<file path="src/hw/rafc_pkg.sv">
// Package for the ringlet add flow control block: types and constants
package rafc_pkg;

    // Service classes as labelled on frames
    typedef enum logic [1:0] {
        CLASS_A = 2'h0,
        CLASS_B = 2'h1,
        CLASS_C = 2'h2,
        CLASS_R = 2'h3
    } rafc_class_t;

    // Class shapers an add frame can be charged to
    typedef enum logic [2:0] {
        SHP_NONE,
        SHP_SUB_A0,
        SHP_SUB_A1,
        SHP_COMMIT_B,
        SHP_FAIR_ELIGIBLE,
        SHP_CONTROL,
        SHP_IDLE
    } rafc_shaper_t;

    // Transit queue selection
    typedef enum logic [1:0] {
        TQ_NONE,
        TQ_PRIMARY,
        TQ_SECONDARY
    } rafc_tq_t;

    localparam int HOP_W = 8;
    localparam logic [HOP_W-1:0] MAX_STATIONS = 8'hFF;

    // Wishbone register map (byte addresses)
    localparam int ADDR_W = 8;
    localparam logic [ADDR_W-1:0] REG_CTRL   = 8'h00;
    localparam logic [ADDR_W-1:0] REG_STATUS = 8'h04;
    localparam logic [ADDR_W-1:0] REG_SEND   = 8'h08;
    localparam logic [ADDR_W-1:0] REG_COUNT  = 8'h0C;

    // Control register fields
    localparam int CTRL_DUAL_Q   = 0;
    localparam int CTRL_A1_SEL   = 1;
    localparam int CTRL_B_FORCE  = 2;
    localparam int CTRL_IDLE_EN  = 3;
    localparam int CTRL_CUT_THRU = 4;
    localparam logic [4:0] CTRL_RESET = 5'h00;

    // Stage queue sizing in bytes: one maximum-size frame for store and forward
    localparam int SIZE_MTU = 9216;
    localparam int STAGE_W  = 15;
    localparam logic [STAGE_W-1:0] STAGE_CAP = 15'h2400;

    // Fairness and shaper permissions sampled every cycle
    typedef struct packed {
        logic             subA0Permit;
        logic             subA1Permit;
        logic             commitBPermit;
        logic             fairEligiblePermit;
        logic             fairCongestedPermit;
        logic             downstreamPermit;
        logic             staticRateOk;
        logic             congestedRateOkFlag;
        logic [HOP_W-1:0] hopCountToChoke;
    } rafc_permit_t;

    // Send indications presented to the client
    typedef struct packed {
        logic             classASendOk;
        logic             classBCommitSendOk;
        logic [HOP_W-1:0] fairSendHopLimit;
    } rafc_send_t;

    // One add frame request from the client or control sublayer
    typedef struct packed {
        logic              valid;
        logic              fromControl;
        logic              idle;
        rafc_class_t       cls;
        logic [STAGE_W-1:0] length;
    } rafc_add_t;

endpackage

</file>
<file path="src/hw/rafc_ring_add_flow_control.sv">
// Per-ringlet datapath steering and add-traffic flow control
// Summary of operation
// - Single-queue mode puts every transit frame into the primary transit queue.
// - Dual-queue mode: class A to primary, classes B and C to secondary.
// - No preemption: a started transit or add frame runs to completion.
// - Device picks sub A0 or sub A1 shaper for class A client adds.
// - Device picks commit B or fair eligible shaper for class B adds.
// - Class C client adds are charged to the fair eligible shaper only.
// - Control frames use control shaper as class A, else class shapers.
// - Every unreserved add frame except idle frames is also charged to the downstream shaper.
// - Optional idle frames are charged to a dedicated idle shaper.
// - Accepted client frames enter a stage queue, possibly only logical.
// - Add traffic is rate controlled; transit traffic gets no rate control.
// - No shaping queues; client is throttled only through send indications.
// - Separate send indications: class A, class B commit, fair eligible.
// - Class A send is A0 permit, or A1 permit with downstream permit.
// - Class A send is zero when stage queue cannot accept a frame.
// - Indication conditions are evaluated in listed order, first match wins.
// - Store-and-forward stage holds one maximum frame; cut-through sends at once.
// - Class A and class B indications are binary.
// - Fair indication derives from fair, downstream and two rate checks.
// - Class B send is commit permit AND downstream permit when stage accepts.
// - All congested checks pass: fair indication equals maximum station count.
// - Else hop count when static checks pass; zero otherwise or stage full.
//
// The register addresses and the Wishbone slave port were chosen for this implementation.
`timescale 1ns/1ps
`default_nettype none

module rafc_ring_add_flow_control (
    // Clock and reset
    input  wire logic                           clk,
    input  wire logic                           reset,
    // Classic Wishbone slave
    input  wire logic                           wbCyc,
    input  wire logic                           wbStb,
    input  wire logic                           wbWe,
    input  wire logic [rafc_pkg::ADDR_W-1:0]    wbAdr,
    input  wire logic [3:0]                     wbSel,
    input  wire logic [31:0]                    wbDatW,
    output logic      [31:0]                    wbDatR,
    output logic                                wbAck,
    // Shaper and fairness permissions
    input  wire rafc_pkg::rafc_permit_t         permit,
    // Send indications to the client
    output rafc_pkg::rafc_send_t                sendInd,
    // Client and control add frames
    input  wire rafc_pkg::rafc_add_t            addReq,
    output logic                                addReady,
    // Stage queue drain toward transmit selection
    input  wire logic                           stageDrain,
    input  wire logic [rafc_pkg::STAGE_W-1:0]   stageDrainLen,
    // Charge strobes toward shapers
    output logic                                shaperCharge,
    output rafc_pkg::rafc_shaper_t              shaperSel,
    output logic                                downstreamCharge,
    output logic      [rafc_pkg::STAGE_W-1:0]   chargeLen,
    // Transit frames
    input  wire logic                           transitValid,
    input  wire rafc_pkg::rafc_class_t          transitClass,
    input  wire logic                           transitLast,
    output rafc_pkg::rafc_tq_t                  transitQueue,
    // Transmit ownership of the link
    input  wire logic                           txStartTransit,
    input  wire logic                           txStartAdd,
    input  wire logic                           txFrameEnd,
    output logic                                txBusy
);

    typedef enum {FAIR_CHECK, FAIR_LONG, FAIR_SHORT, FAIR_DONE} rafc_fair_st_t;

    logic [4:0]                   ctrl_q;
    logic [rafc_pkg::STAGE_W-1:0] stageFill_q;
    logic [rafc_pkg::STAGE_W-1:0] stageFill_d;
    logic                         stageAccept;
    logic                         txBusy_q;
    logic                         transitOpen_q;
    rafc_pkg::rafc_send_t         send_d;
    rafc_pkg::rafc_send_t         send_q;
    rafc_pkg::rafc_shaper_t       shp_d;
    rafc_pkg::rafc_shaper_t       shp_q;
    rafc_pkg::rafc_tq_t           tq_d;
    rafc_pkg::rafc_tq_t           tq_q;
    logic                         charge_q;
    logic                         dsCharge_q;
    logic [rafc_pkg::STAGE_W-1:0] chargeLen_q;
    logic [15:0]                  addCount_q;
    logic                         ack_q;
    logic [31:0]                  datR_q;
    logic                         addTake;
    rafc_fair_st_t                fairSt;

    // Stage queue: byte counter only, frame data flows straight to transmit
    always_comb begin
        if (ctrl_q[rafc_pkg::CTRL_CUT_THRU]) begin
            stageAccept = (stageFill_q == '0) && !txBusy_q;
        end else begin
            stageAccept = stageFill_q <= (rafc_pkg::STAGE_CAP
                          - rafc_pkg::STAGE_W'(rafc_pkg::SIZE_MTU));
        end
    end

    assign addReady = stageAccept;
    assign addTake  = addReq.valid && stageAccept;

    always_comb begin
        stageFill_d = stageFill_q;
        if (addTake) begin
            stageFill_d = stageFill_d + addReq.length;
        end
        if (stageDrain) begin
            if (stageFill_d > stageDrainLen) begin
                stageFill_d = stageFill_d - stageDrainLen;
            end else begin
                stageFill_d = '0;
            end
        end
    end

    always_ff @(posedge clk) begin
        if (reset) begin
            stageFill_q <= '0;
        end else begin
            stageFill_q <= stageFill_d;
        end
    end

    // Send indications, all from one table walk per cycle
    always_comb begin
        send_d = '0;
        fairSt = FAIR_CHECK;
        if (stageAccept) begin
            send_d.classASendOk = permit.subA0Permit
                || (permit.subA1Permit && permit.downstreamPermit);
            send_d.classBCommitSendOk = permit.commitBPermit
                && permit.downstreamPermit;
            fairSt = FAIR_LONG;
        end else begin
            send_d.classASendOk       = 1'b0;
            send_d.classBCommitSendOk = 1'b0;
            send_d.fairSendHopLimit   = '0;
        end
        case (fairSt)
            FAIR_LONG: begin
                if (permit.congestedRateOkFlag && permit.staticRateOk
                    && permit.fairCongestedPermit && permit.downstreamPermit) begin
                    send_d.fairSendHopLimit = rafc_pkg::MAX_STATIONS;
                end else if (permit.staticRateOk && permit.fairEligiblePermit
                    && permit.downstreamPermit) begin
                    send_d.fairSendHopLimit = permit.hopCountToChoke;
                end else begin
                    send_d.fairSendHopLimit = '0;
                end
            end
            FAIR_CHECK: begin
                send_d.fairSendHopLimit = '0;
            end
            default: begin
                send_d.fairSendHopLimit = '0;
            end
        endcase
    end

    always_ff @(posedge clk) begin
        if (reset) begin
            send_q <= '0;
        end else begin
            send_q <= send_d;
        end
    end

    assign sendInd = send_q;

    // Shaper choice for the frame taken this cycle
    always_comb begin
        shp_d = rafc_pkg::SHP_NONE;
        if (addReq.idle) begin
            shp_d = ctrl_q[rafc_pkg::CTRL_IDLE_EN] ? rafc_pkg::SHP_IDLE
                                                    : rafc_pkg::SHP_NONE;
        end else begin
            case (addReq.cls)
                rafc_pkg::CLASS_A: begin
                    if (addReq.fromControl) begin
                        shp_d = rafc_pkg::SHP_CONTROL;
                    end else if (permit.subA0Permit && !ctrl_q[rafc_pkg::CTRL_A1_SEL]) begin
                        shp_d = rafc_pkg::SHP_SUB_A0;
                    end else begin
                        shp_d = rafc_pkg::SHP_SUB_A1;
                    end
                end
                rafc_pkg::CLASS_B: begin
                    if (send_q.classBCommitSendOk && !ctrl_q[rafc_pkg::CTRL_B_FORCE]) begin
                        shp_d = rafc_pkg::SHP_COMMIT_B;
                    end else begin
                        shp_d = rafc_pkg::SHP_FAIR_ELIGIBLE;
                    end
                end
                rafc_pkg::CLASS_C: begin
                    shp_d = rafc_pkg::SHP_FAIR_ELIGIBLE;
                end
                default: begin
                    shp_d = rafc_pkg::SHP_NONE;
                end
            endcase
        end
    end

    // Only add traffic is charged to shapers; transit passes uncharged
    always_ff @(posedge clk) begin
        if (reset) begin
            charge_q    <= 1'b0;
            dsCharge_q  <= 1'b0;
            shp_q       <= rafc_pkg::SHP_NONE;
            chargeLen_q <= '0;
        end else begin
            charge_q    <= addTake && (shp_d != rafc_pkg::SHP_NONE);
            dsCharge_q  <= addTake && !addReq.idle && (addReq.cls != rafc_pkg::CLASS_R);
            shp_q       <= addTake ? shp_d : rafc_pkg::SHP_NONE;
            chargeLen_q <= addTake ? addReq.length : '0;
        end
    end

    assign shaperCharge     = charge_q;
    assign downstreamCharge = dsCharge_q;
    assign shaperSel        = shp_q;
    assign chargeLen        = chargeLen_q;

    // Transit queue mapping, held for the whole frame
    always_comb begin
        if (ctrl_q[rafc_pkg::CTRL_DUAL_Q] && transitClass != rafc_pkg::CLASS_A) begin
            tq_d = rafc_pkg::TQ_SECONDARY;
        end else begin
            tq_d = rafc_pkg::TQ_PRIMARY;
        end
    end

    always_ff @(posedge clk) begin
        if (reset) begin
            tq_q          <= rafc_pkg::TQ_NONE;
            transitOpen_q <= 1'b0;
        end else if (transitValid) begin
            if (!transitOpen_q) begin
                tq_q <= tq_d;
            end
            transitOpen_q <= !transitLast;
        end else if (!transitOpen_q) begin
            tq_q <= rafc_pkg::TQ_NONE;
        end
    end

    assign transitQueue = tq_q;

    // Link ownership: a started frame blocks all other starts until its end
    always_ff @(posedge clk) begin
        if (reset) begin
            txBusy_q <= 1'b0;
        end else if (txBusy_q) begin
            txBusy_q <= !txFrameEnd;
        end else begin
            txBusy_q <= (txStartTransit || txStartAdd) && !txFrameEnd;
        end
    end

    assign txBusy = txBusy_q;

    always_ff @(posedge clk) begin
        if (reset) begin
            addCount_q <= '0;
        end else if (addTake) begin
            addCount_q <= addCount_q + 16'h0001;
        end
    end

    // Wishbone slave: one wait state, ack drops after one cycle
    always_ff @(posedge clk) begin
        if (reset) begin
            ack_q <= 1'b0;
        end else begin
            ack_q <= wbCyc && wbStb && !ack_q;
        end
    end

    always_ff @(posedge clk) begin
        if (reset) begin
            ctrl_q <= rafc_pkg::CTRL_RESET;
        end else if (wbCyc && wbStb && wbWe && !ack_q && wbSel[0]
                     && wbAdr == rafc_pkg::REG_CTRL) begin
            ctrl_q <= wbDatW[4:0];
        end
    end

    always_ff @(posedge clk) begin
        if (reset) begin
            datR_q <= 32'h0000_0000;
        end else if (wbCyc && wbStb && !ack_q) begin
            case (wbAdr)
                rafc_pkg::REG_CTRL:   datR_q <= {27'h0000000, ctrl_q};
                rafc_pkg::REG_STATUS: datR_q <= {13'h0000, stageAccept, txBusy_q,
                                                 transitOpen_q, 1'b0, stageFill_q};
                rafc_pkg::REG_SEND:   datR_q <= {22'h000000, send_q};
                rafc_pkg::REG_COUNT:  datR_q <= {16'h0000, addCount_q};
                default:              datR_q <= 32'h0000_0000;
            endcase
        end
    end

    assign wbAck  = ack_q;
    assign wbDatR = datR_q;

endmodule

`default_nettype wire

</file>
<file path="config.mk">
export PLATFORM = sky130hd
export DESIGN_NAME = rafc_ring_add_flow_control
export DESIGN_NICKNAME = d
export VERILOG_FILES = /design/src/hw/rafc_pkg.sv /design/src/hw/rafc_ring_add_flow_control.sv
export SDC_FILE = /design/constraint.sdc
export NUM_CORES = 1
export LEC_CHECK = 0
export CORE_MARGIN = 8
export CORE_UTILIZATION = 59
export DETAILED_ROUTE_END_ITERATION = 10
export DONT_BUFFER_PORTS = 1
export PLACE_DENSITY = 0.78
export SLEW_MARGIN = 30
export SYNTH_ARGS = -nofsm -noshare
export SYNTH_HDL_FRONTEND = slang
export SYNTH_SLANG_ARGS = --single-unit
</file>
<file path="constraint.sdc">
create_clock -name clk -period 4.16 [get_ports clk]
set_input_delay 0.416 -clock clk [delete_from_list [all_inputs] [get_ports clk]]
set_output_delay 0.416 -clock clk [all_outputs]
set_load 0.03 [all_outputs]
</file>
==> flow_summary.yaml, run 1 <==
placement:
  place_hpwl_um: 10630
  routabilityCongestion: 0.9325
  placed_cells: 707
  placed_area_mm2: 0.005255
  portBuffers: 0
synth:
  ys_async_sr_fraction_pct: 0
  netlist_top_cells_count: "90 x dfxtp_1, 71 x nor2_1, 41 x a21oi_1, 41 x nand2_1, 30 x ha_1"
  yosysMostFrequentCell: "dfxtp_1"
  ys_types: 59
  synth-edff-count: 0
  synth_flop_cell: "dfxtp_1"
  synth_seq_cells: 90
  syn_inst: 604
  yosysWarnings: 0
  synth_top_area_share_pct: 35.03
  syn_avg_cell_area_um2: 8.516
  ys_seq_area_share_pct: 35.03
  synth_top_cell_by_area: "dfxtp_1"
  synth_area_leaders: "dfxtp_1 35%, ha_1 7.3%, nor2_1 5.2%"
  synth_area_mm2: 0.005144
grt:
  grt_pass1_vias: 4308
  grt_pass1_wl_um: 20990
  overflow: 0
  antenna_found_initial: 0
  grt_max_degree: 58
  grt_usage_pct: 22.27
finish:
  design_area_mm2: 0.005483
  area_growth_pct: 6.592
  diodes: 0
  seqCellArea_mm2: 0.001802
  finalNonFillerCells: 723
  multi_input_area_mm2: 0.003115
  num-nets-final: 750
  fillers: 765
  layout-drive-gt1-share_pct: 9.756
critical_path:
  slowest_stage: "fa_1"
  worstPathMaxFanout: 6
  crit_required_ps: 4480
  cpPeakStageDelay_ps: 430
  setup.worst_path.start_class: "flop"
  crit_buf_inv: 0
  worstPathCellList: "ha_1 > fa_1 > a211oi_2 > o21ai_2 > a31oi_1 > xnor2_1 > a21o_1 > ha_1 > a21oi_1 > o21ai_0 > or3_1 > o22ai_1 > a21oi_1 > o311ai_0 > a211o_1"
  r2r-start: "stageFill_q[0]"
  cp_top_family: "compound AO/OA/AOI/OAI gates"
  cp-startpoint: "stageFill_q[0]"
  worstSetupEndpointType: "flop"
  crit_arrival_ps: 4180
  path_class: "reg2reg"
clock_tree:
  cts_tree: "done"
  cts_made_buffers: 9
  cts_root_buf: "clkbuf_8"
  clkSlewWorstSetupHoldPaths_ps: 100
  clk_latency_ps: 370
  cts_sinks: 90
  cts_buffer_depth: 2
  post_cts_buffers: 0
  cts_max_level: 3
route:
  drc: 0
  detail_route.wirelength_um: 13500
  ant_nets: 0
  num_vias: 4329
  dr.pass1.iters: 4
  dr.first_iter.drc_count: 194
  routedWlPerCell_um: 18.67
  routed_via_density: 5.988
die:
  coreArea_mm2: 0.008593
  dieArea_mm2: 0.01196
  ios: 175
  rows: 34
  fp.dieW_um: 109.4
  fp.dieH_um: 109.4
  initial_core_util_pct: 59.86
timing:
  drv_slew: 0
  max_freq_mhz: 259.4
  finalSetupTns_ps: 0
  skew_ps: 13.17
  setup_violations: 0
  slew_headroom_pct: 44.87
  period_needed_ps: 3855
  tightest_slew_ps: 823.9
  fin_crit_sh_pct: 92.68
  hold_viol_final: 0
pwr:
  cellPowerDensity_mw_per_mm2: 522.8
  power.leakage_nw: 2.385
  power_mw: 2.867
  irDropWorstVdd_v: 0.0002696
run_status:
  status: "complete, no violations"
flow_run:
  maxCapViolations: 0
min_path:
  hold_path.class: "in2reg"
  worstHoldStart: "reset"
registers in the layout, indices dropped and copies added (netlist names):
signal / count
addCount_q: 16
chargeLen: 15
ctrl_q: 5
downstreamCharge: 1
sendInd: 10
shaperCharge: 1
shaperSel: 3
stageFill_q: 15
transitOpen_q: 1
transitQueue: 2
txBusy: 1
wbAck: 1
wbDatR: 19
routing by layer:
layer / wire length, um / GRT usage (%) / up-vias
li1: - / - / 2134
met1: 5185 / 24.51 / 2044
met2: 6864 / 39.97 / 135
met3: 1256 / 7.386 / 16
met4: 191 / 6.172 / 0
met5: 0 / 0 / -
cell type report:
| cell class | instances | area share (%) |
|---|---|---|
| Inverter | 29 | 1.985 |
| Tap cell | 108 | 2.465 |
| Multi-Input combinational cell | 465 | 56.82 |
| Clock inverter | 6 | 1.301 |
| Clock buffer | 10 | 2.510 |
| Timing Repair Buffer | 15 | 2.054 |
| Sequential cell | 90 | 32.86 |
per-stage QoR:
stage | setup WS (ps) | hold WS, ps | util [%]
after floorplan | 411.2 | 464.1 | -
after global placement | 132.5 | 475.5 | 61.12
after detailed placement | 48.95 | 491.6 | 61.15
after CTS | 113.9 | 85.06 | 63.58
after global routing | -8.921 | 86.91 | 63.80
final | 304.6 | 104.3 | 63.80
where the power goes:
group	switching (mW)	total [mW]	internal, mW
clock	0.337	0.636	0.299
sequential	0.110	1.03	0.923
combinational	0.673	1.20	0.525
total	1.12	2.87	1.75
placed cells by master, fill, tap and decap left out, drive strengths merged, types with 5 or more instances in the layout:
| cell type | instances |
|---|---|
| a22o | 8 |
| nor2 | 71 |
| o21ai | 29 |
| a211oi | 5 |
| nand3 | 13 |
| conb | 13 |
| buf | 15 |
| a21oi | 42 |
| xnor2 | 21 |
| and3 | 8 |
| nand4 | 5 |
| nand2 | 41 |
| a21o | 19 |
| mux2i | 12 |
| xor2 | 13 |
| ha | 30 |
| dfxtp | 90 |
| o22ai | 5 |
| a31oi | 5 |
| a22oi | 11 |
| clkbuf | 10 |
| nand2b | 7 |
| or3 | 11 |
| nor4 | 6 |
| inv | 31 |
| mux4 | 5 |
| and2 | 18 |
| nor3 | 14 |
| nor2b | 8 |
what timing repair did:
action	in CTS	in global routing
resized for setup	0	5
endpoints found under the setup margin	0	15
hold buffers	0	0
logic make-up after synthesis:
logic type      count (synthesis)  synth area share (%)
mux                            21                 5.400
buf+inv                        61                 5.692
compound gates                153                 19.46
xor+xnor                       34                 5.789
simple gates                  212                 20.48
flops                          90                 35.03
other cells                     1               0.07290
fa+ha+maj                      32                 8.076
worst paths after layout:
path	cells after the start	slack (ps)	end
setup / recovery	15	300	stageFill_q[13]
hold / removal	1	100	stageFill_q[0]
setup reg to reg	15	300	stageFill_q[13]
hold reg to reg	2	510	shaperSel[1]
Power figures use the tool's default switching activity.
==> run 2, diff against run 1 <==
==> constraint.sdc (replaced) <==
create_clock -name clk -period 3.9 [get_ports clk]
set_input_delay 0.39 -clock clk [delete_from_list [all_inputs] [get_ports clk]]
set_output_delay 0.39 -clock clk [all_outputs]
set_load 0.03 [all_outputs]
==> run 2 against run 1 <==
  * Wire length up 3.4%
  * Clock skew down 2.5 ps
  * Worst hold slack worse by 14 ps
  * Register-to-register slack worse by 140 ps
  * Final cell count up 1.8%
  * Die area unchanged
  * Worst setup slack worse by 140 ps
==> flow_summary.yaml, run 2 (synthesis gave the netlist of run 1 again) <==
die:
  initial_core_util_pct: 59.86
  ios: 175
  dieArea_mm2: 0.01196
  rows: 34
  coreArea_mm2: 0.008593
  fp.dieW_um: 109.4
  fp.dieH_um: 109.4
placement:
  placed_area_mm2: 0.005350
  post-place-ws_ps: -79.82
  routabilityCongestion: 0.9185
  place_hpwl_um: 10950
  portBuffers: 0
  placed_cells: 720
grt:
  grt_pass1_wl_um: 20990
  overflow: 0
  antenna_found_initial: 0
  grt_usage_pct: 22.32
  grt_pass1_vias: 4335
  grt_max_degree: 58
timing:
  finalSetupTns_ps: 0
  tightest_slew_ps: 902.3
  skew_ps: 10.72
  period_needed_ps: 3735
  fin_crit_sh_pct: 95.76
  setup_violations: 0
  layout_setup_ws_ps: 165.5
  slew_headroom_pct: 39.63
  drv_slew: 0
  max_freq_mhz: 267.8
  hold_viol_final: 0
clock_tree:
  clk_latency_ps: 370
  cts_tree: "done"
  cts_sinks: 90
  cts_root_buf: "clkbuf_8"
  cts_made_buffers: 9
  clkSlewWorstSetupHoldPaths_ps: 100
  post_cts_buffers: 0
  cts_max_level: 3
  cts_buffer_depth: 2
route:
  num_vias: 4457
  ant_nets: 0
  drc: 0
  dr.first_iter.drc_count: 232
  dr.pass1.iters: 4
  routedWlPerCell_um: 18.96
  routed_via_density: 6.056
  detail_route.wirelength_um: 13950
min_path:
  worstHoldStart: "txFrameEnd"
  hold_path.class: "in2reg"
finish:
  area_growth_pct: 9.438
  final_cell_mix: "89 x dfxtp_1, 71 x nor2_1, 41 x nand2_1"
  num-nets-final: 763
  post-route-util_pct: 65.51
  largest_register_ffs: 19
  finalNonFillerCells: 736
  mostFrequentLayoutCell: "dfxtp_1"
  diodes: 0
  fillers: 729
  layout-drive-gt1-share_pct: 12.90
  design_area_mm2: 0.005629
flow_run:
  maxCapViolations: 0
critical_path:
  crit_required_ps: 4160
  cp-startpoint: "stageFill_q[2]"
  r2r-start: "stageFill_q[2]"
  worstPathMaxFanout: 5
  slowest_stage: "ha_1"
  worstPathCellList: "ha_1 > nand3_1 > o22ai_1 > o22ai_2 > o21ai_0 > buf_4 > a311oi_2 > xnor2_1 > a21o_2 > ha_1 > and4_1 > nand4_1 > o221ai_2 > nor2_1 > a21oi_2 > buf_4 > a2bb2oi_1 > nor2_1"
  crit_arrival_ps: 3990
  setup.worst_path.start_class: "flop"
  worstSetupEndpointType: "flop"
  path_class: "reg2reg"
  cp_top_family: "compound AO/OA/AOI/OAI gates"
  crit_buf_inv: 2
  cpPeakStageDelay_ps: 390
pwr:
  cellPowerDensity_mw_per_mm2: 559.3
  irDropWorstVdd_v: 0.0003616
  power.leakage_nw: 2.449
run_status:
  status: "complete, no violations"
-- run 2: cell count changes in the layout (fill, tap and decap cells not counted), moves of 2 or more --
cell | before | now
buf_4 | 15 | 28
ha_4 | 0 | 3
inv_8 | 0 | 2
ha_1 | 30 | 26
-- run 2: path summary, 6_finish.rpt --
path	slack, ps	cells past startpoint	endpoint
hold / removal	90	1	txBusy
hold reg to reg	510	2	shaperSel[1]
setup / recovery	170	18	stageFill_q[3]
setup reg to reg	170	18	stageFill_q[3]
-- run 2: power by group --
part / switching [mW] / internal, mW
Clock: 0.369 / 0.265
Combinational: 0.768 / 0.649
Sequential: 0.114 / 0.985
Total: 1.25 / 1.90
-- run 2: cell type report --
type | count | area [um2] | share of cell area (%)
multi-input cells | 465 | 3178 | 56.46
clock inverters | 6 | 56.30 | 1.000
inverters | 29 | 108.9 | 1.934
flip-flops and latches | 90 | 1803 | 32.03
clock buffers | 10 | 137.6 | 2.445
well taps | 108 | 135.1 | 2.401
repair buffers | 28 | 210.2 | 3.734
-- run 2: per-layer routing --
metal	vias up	track usage [%]	wire length, um
met5	-	0	0
met4	0	7.232	303
met3	28	6.155	1183
met2	155	40.57	7142
met1	2108	24.51	5325
li1	2166	-	-
-- run 2: per-stage QoR --
step                hold slack, ps  total power, mW
CTS                          82.28            3.085
floorplan                    464.1            2.116
global route                 78.73            3.333
global placement             467.7            2.413
finish                       90.12            3.149
detailed placement           468.1            2.449
-- run 2: timing repair --
action | 4_1_cts | 5_1_grt
gates resized for setup | 2 | 14
hold buffers | 0 | 0
pin swaps | 0 | 4
setup endpoints to repair | 5 | 15
==> run 3, diff against run 2 <==
--- a/config.mk
+++ b/config.mk
@@ -10,7 +10,7 @@
 export DETAILED_ROUTE_END_ITERATION = 10
 export DONT_BUFFER_PORTS = 1
 export PLACE_DENSITY = 0.78
-export SLEW_MARGIN = 30
+export SLEW_MARGIN = 20
 export SYNTH_ARGS = -nofsm -noshare
 export SYNTH_HDL_FRONTEND = slang
 export SYNTH_SLANG_ARGS = --single-unit
==> constraint.sdc (replaced) <==
create_clock -name clk -period 3.9 [get_ports clk]
set_input_delay 0.78 -clock clk [delete_from_list [all_inputs] [get_ports clk]]
set_output_delay 0.78 -clock clk [all_outputs]
set_load 0.03 [all_outputs]
==> run 3 against run 2 <==
  * Flip-flop and latch count unchanged
  * Critical path depth shrank 2
  * Non-clock buffer count rose by 14
  * Sequential power about the same
  * Fmax fell by 1.5%
  * First-iteration DRC count down 9.5%
  * Sequential share of layout area is 0.66 points lower
  * Clock skew grew 2.9 ps
  * Clock-buffer cell count decreased by 1
  * Largest cell class unchanged
  * Largest power group unchanged
  * Highest routed layer unchanged
==> flow_summary.yaml, run 3 (synthesis gave the netlist of run 1 again) <==
run_status:
  status: "complete, no violations"
clock_tree:
  cts_max_level: 3
  cts_root_buf: "clkbuf_8"
  holdBufCountCts: 0
  cts_made_buffers: 9
  cts_sinks: 90
  cts_buffer_depth: 2
  cts_tree: "done"
  clk_latency_ps: 370
  clkSlewWorstSetupHoldPaths_ps: 100
min_path:
  hold_path.class: "in2reg"
  worstHoldStart: "addReq[17]"
route:
  drc: 0
  dr.first_iter.drc_count: 210
  routed_via_density: 6.064
  detail_route.wirelength_um: 14070
  dr.pass1.iters: 5
  routedWlPerCell_um: 18.76
  ant_nets: 0
  num_vias: 4548
timing:
  max_freq_mhz: 263.7
  period_needed_ps: 3792
  drv_slew: 0
  tightest_slew_ps: 896.9
  hold_viol_final: 0
  slew_headroom_pct: 39.99
  layout_setup_ws_ps: 108.0
  holdWs_ps: 480.3
  finalSetupTns_ps: 0
  fin_crit_sh_pct: 97.23
  skew_ps: 13.66
  setup_violations: 0
critical_path:
  crit_arrival_ps: 4050
  cp-startpoint: "addReq[0]"
  worstSetupEndpointType: "flop"
  path_class: "in2reg"
  crit_required_ps: 4160
  worstPathMaxFanout: 3
  r2r-start: "stageFill_q[3]"
  setup.worst_path.start_class: "primary input"
pwr:
  cellInternalPower_mw: 1.987
  combPwrFrac_pct: 45.0
  power.leakage_nw: 2.529
  p_switching_mw: 1.274
  pwr-share-seq_pct: 33.8
  cellPowerDensity_mw_per_mm2: 567.7
  switching_share_pct: 39.06
  irDropWorstVdd_v: 0.0003154
  pwr-share-clk_pct: 21.2
finish:
  layout-drive-gt1-share_pct: 14.49
  finalNonFillerCells: 750
  largest_register_ffs: 19
  mostFrequentLayoutCell: "dfxtp_1"
  final_cell_mix: "90 x dfxtp_1, 70 x nor2_1, 41 x nand2_1, 41 x buf_4, 40 x a21oi_1"
  num-nets-final: 777
  diodes: 0
  area_growth_pct: 11.68
  design_area_mm2: 0.005744
grt:
  grt_usage_pct: 22.70
  antenna_found_initial: 0
  grt_pass1_wl_um: 21530
  overflow: 0
  grt_pass1_vias: 4427
  grt_max_degree: 58
die:
  dieArea_mm2: 0.01196
  initial_core_util_pct: 59.86
  fp.dieH_um: 109.4
  coreArea_mm2: 0.008593
  ios: 175
  fp.dieW_um: 109.4
  rows: 34
placement:
  routabilityCongestion: 0.9040
  post-place-ws_ps: -310.0
  placed_area_mm2: 0.005478
  place_hpwl_um: 10860
  portBuffers: 0
  placed_cells: 734
flow_run:
  maxCapViolations: 0
run 3: critical path, cell delays in order:
cell       delay (ps)
ha_1              210
fa_2              380
a211oi_2          250
o21ai_2           120
a41o_1            250
a21oi_1           180
xnor2_1           120
a21o_1            210
ha_1              310
buf_4             150
a21o_1            160
a2111oi_0         420
nor2_1             80
a21oi_1           210
xor2_1            160
o21ai_0            80
run 3: path summary, 6_finish.rpt:
check | slack, ps | depth (start not counted) | endpoint
setup / recovery | 110 | 16 | stageFill_q[14]
hold / removal | 480 | 1 | downstreamCharge
setup reg to reg | 180 | 16 | stageFill_q[13]
hold reg to reg | 500 | 2 | addCount_q[9]
run 3: timing repair:
| action | CTS | global route |
|---|---|---|
| hold endpoints to repair | 0 | 0 |
| endpoints found under the setup margin | 0 | 15 |
| gates resized for setup | 0 | 13 |
| buffers inserted | 0 | 0 |
run 3: layout make-up:
cell class / count / area (um2)
clock buffers: 9 / 123.9
multi-input cells: 465 / 3163
fillers: 716 / 2849
flip-flops and latches: 90 / 1802
well taps: 108 / 135.1
clock inverters: 7 / 92.59
inverters: 29 / 108.9
repair buffers: 42 / 319.1
run 3: metrics by stage:
step           total power, mW  utilization (%)
2_1_floorplan            2.129                -
3_3_place_gp             2.485            63.74
3_5_place_dp             2.522            63.74
4_1_cts                  3.218            66.26
5_1_grt                  3.453            66.85
6_report                 3.261            66.85
run 3: power groups by stage:
stage               Combinational (mW)  Sequential (mW)  Clock (mW)
floorplan                         1.02             1.11           0
global placement                  1.36             1.12           0
detailed placement                1.40             1.13           0
CTS                               1.41             1.10       0.702
global route                      1.60             1.11       0.739
finish                            1.47             1.10       0.690
run 3: metal layers:
metal  vias to the layer above  global-route usage [%]  share of wire (%)
li1                       2195                       -                  -
met1                      2169                   25.53                 39
met2                       162                   40.96                 50
met3                        22                   5.862                8.5
met4                         0                   7.040                1.8
met5                         -                       0                  0
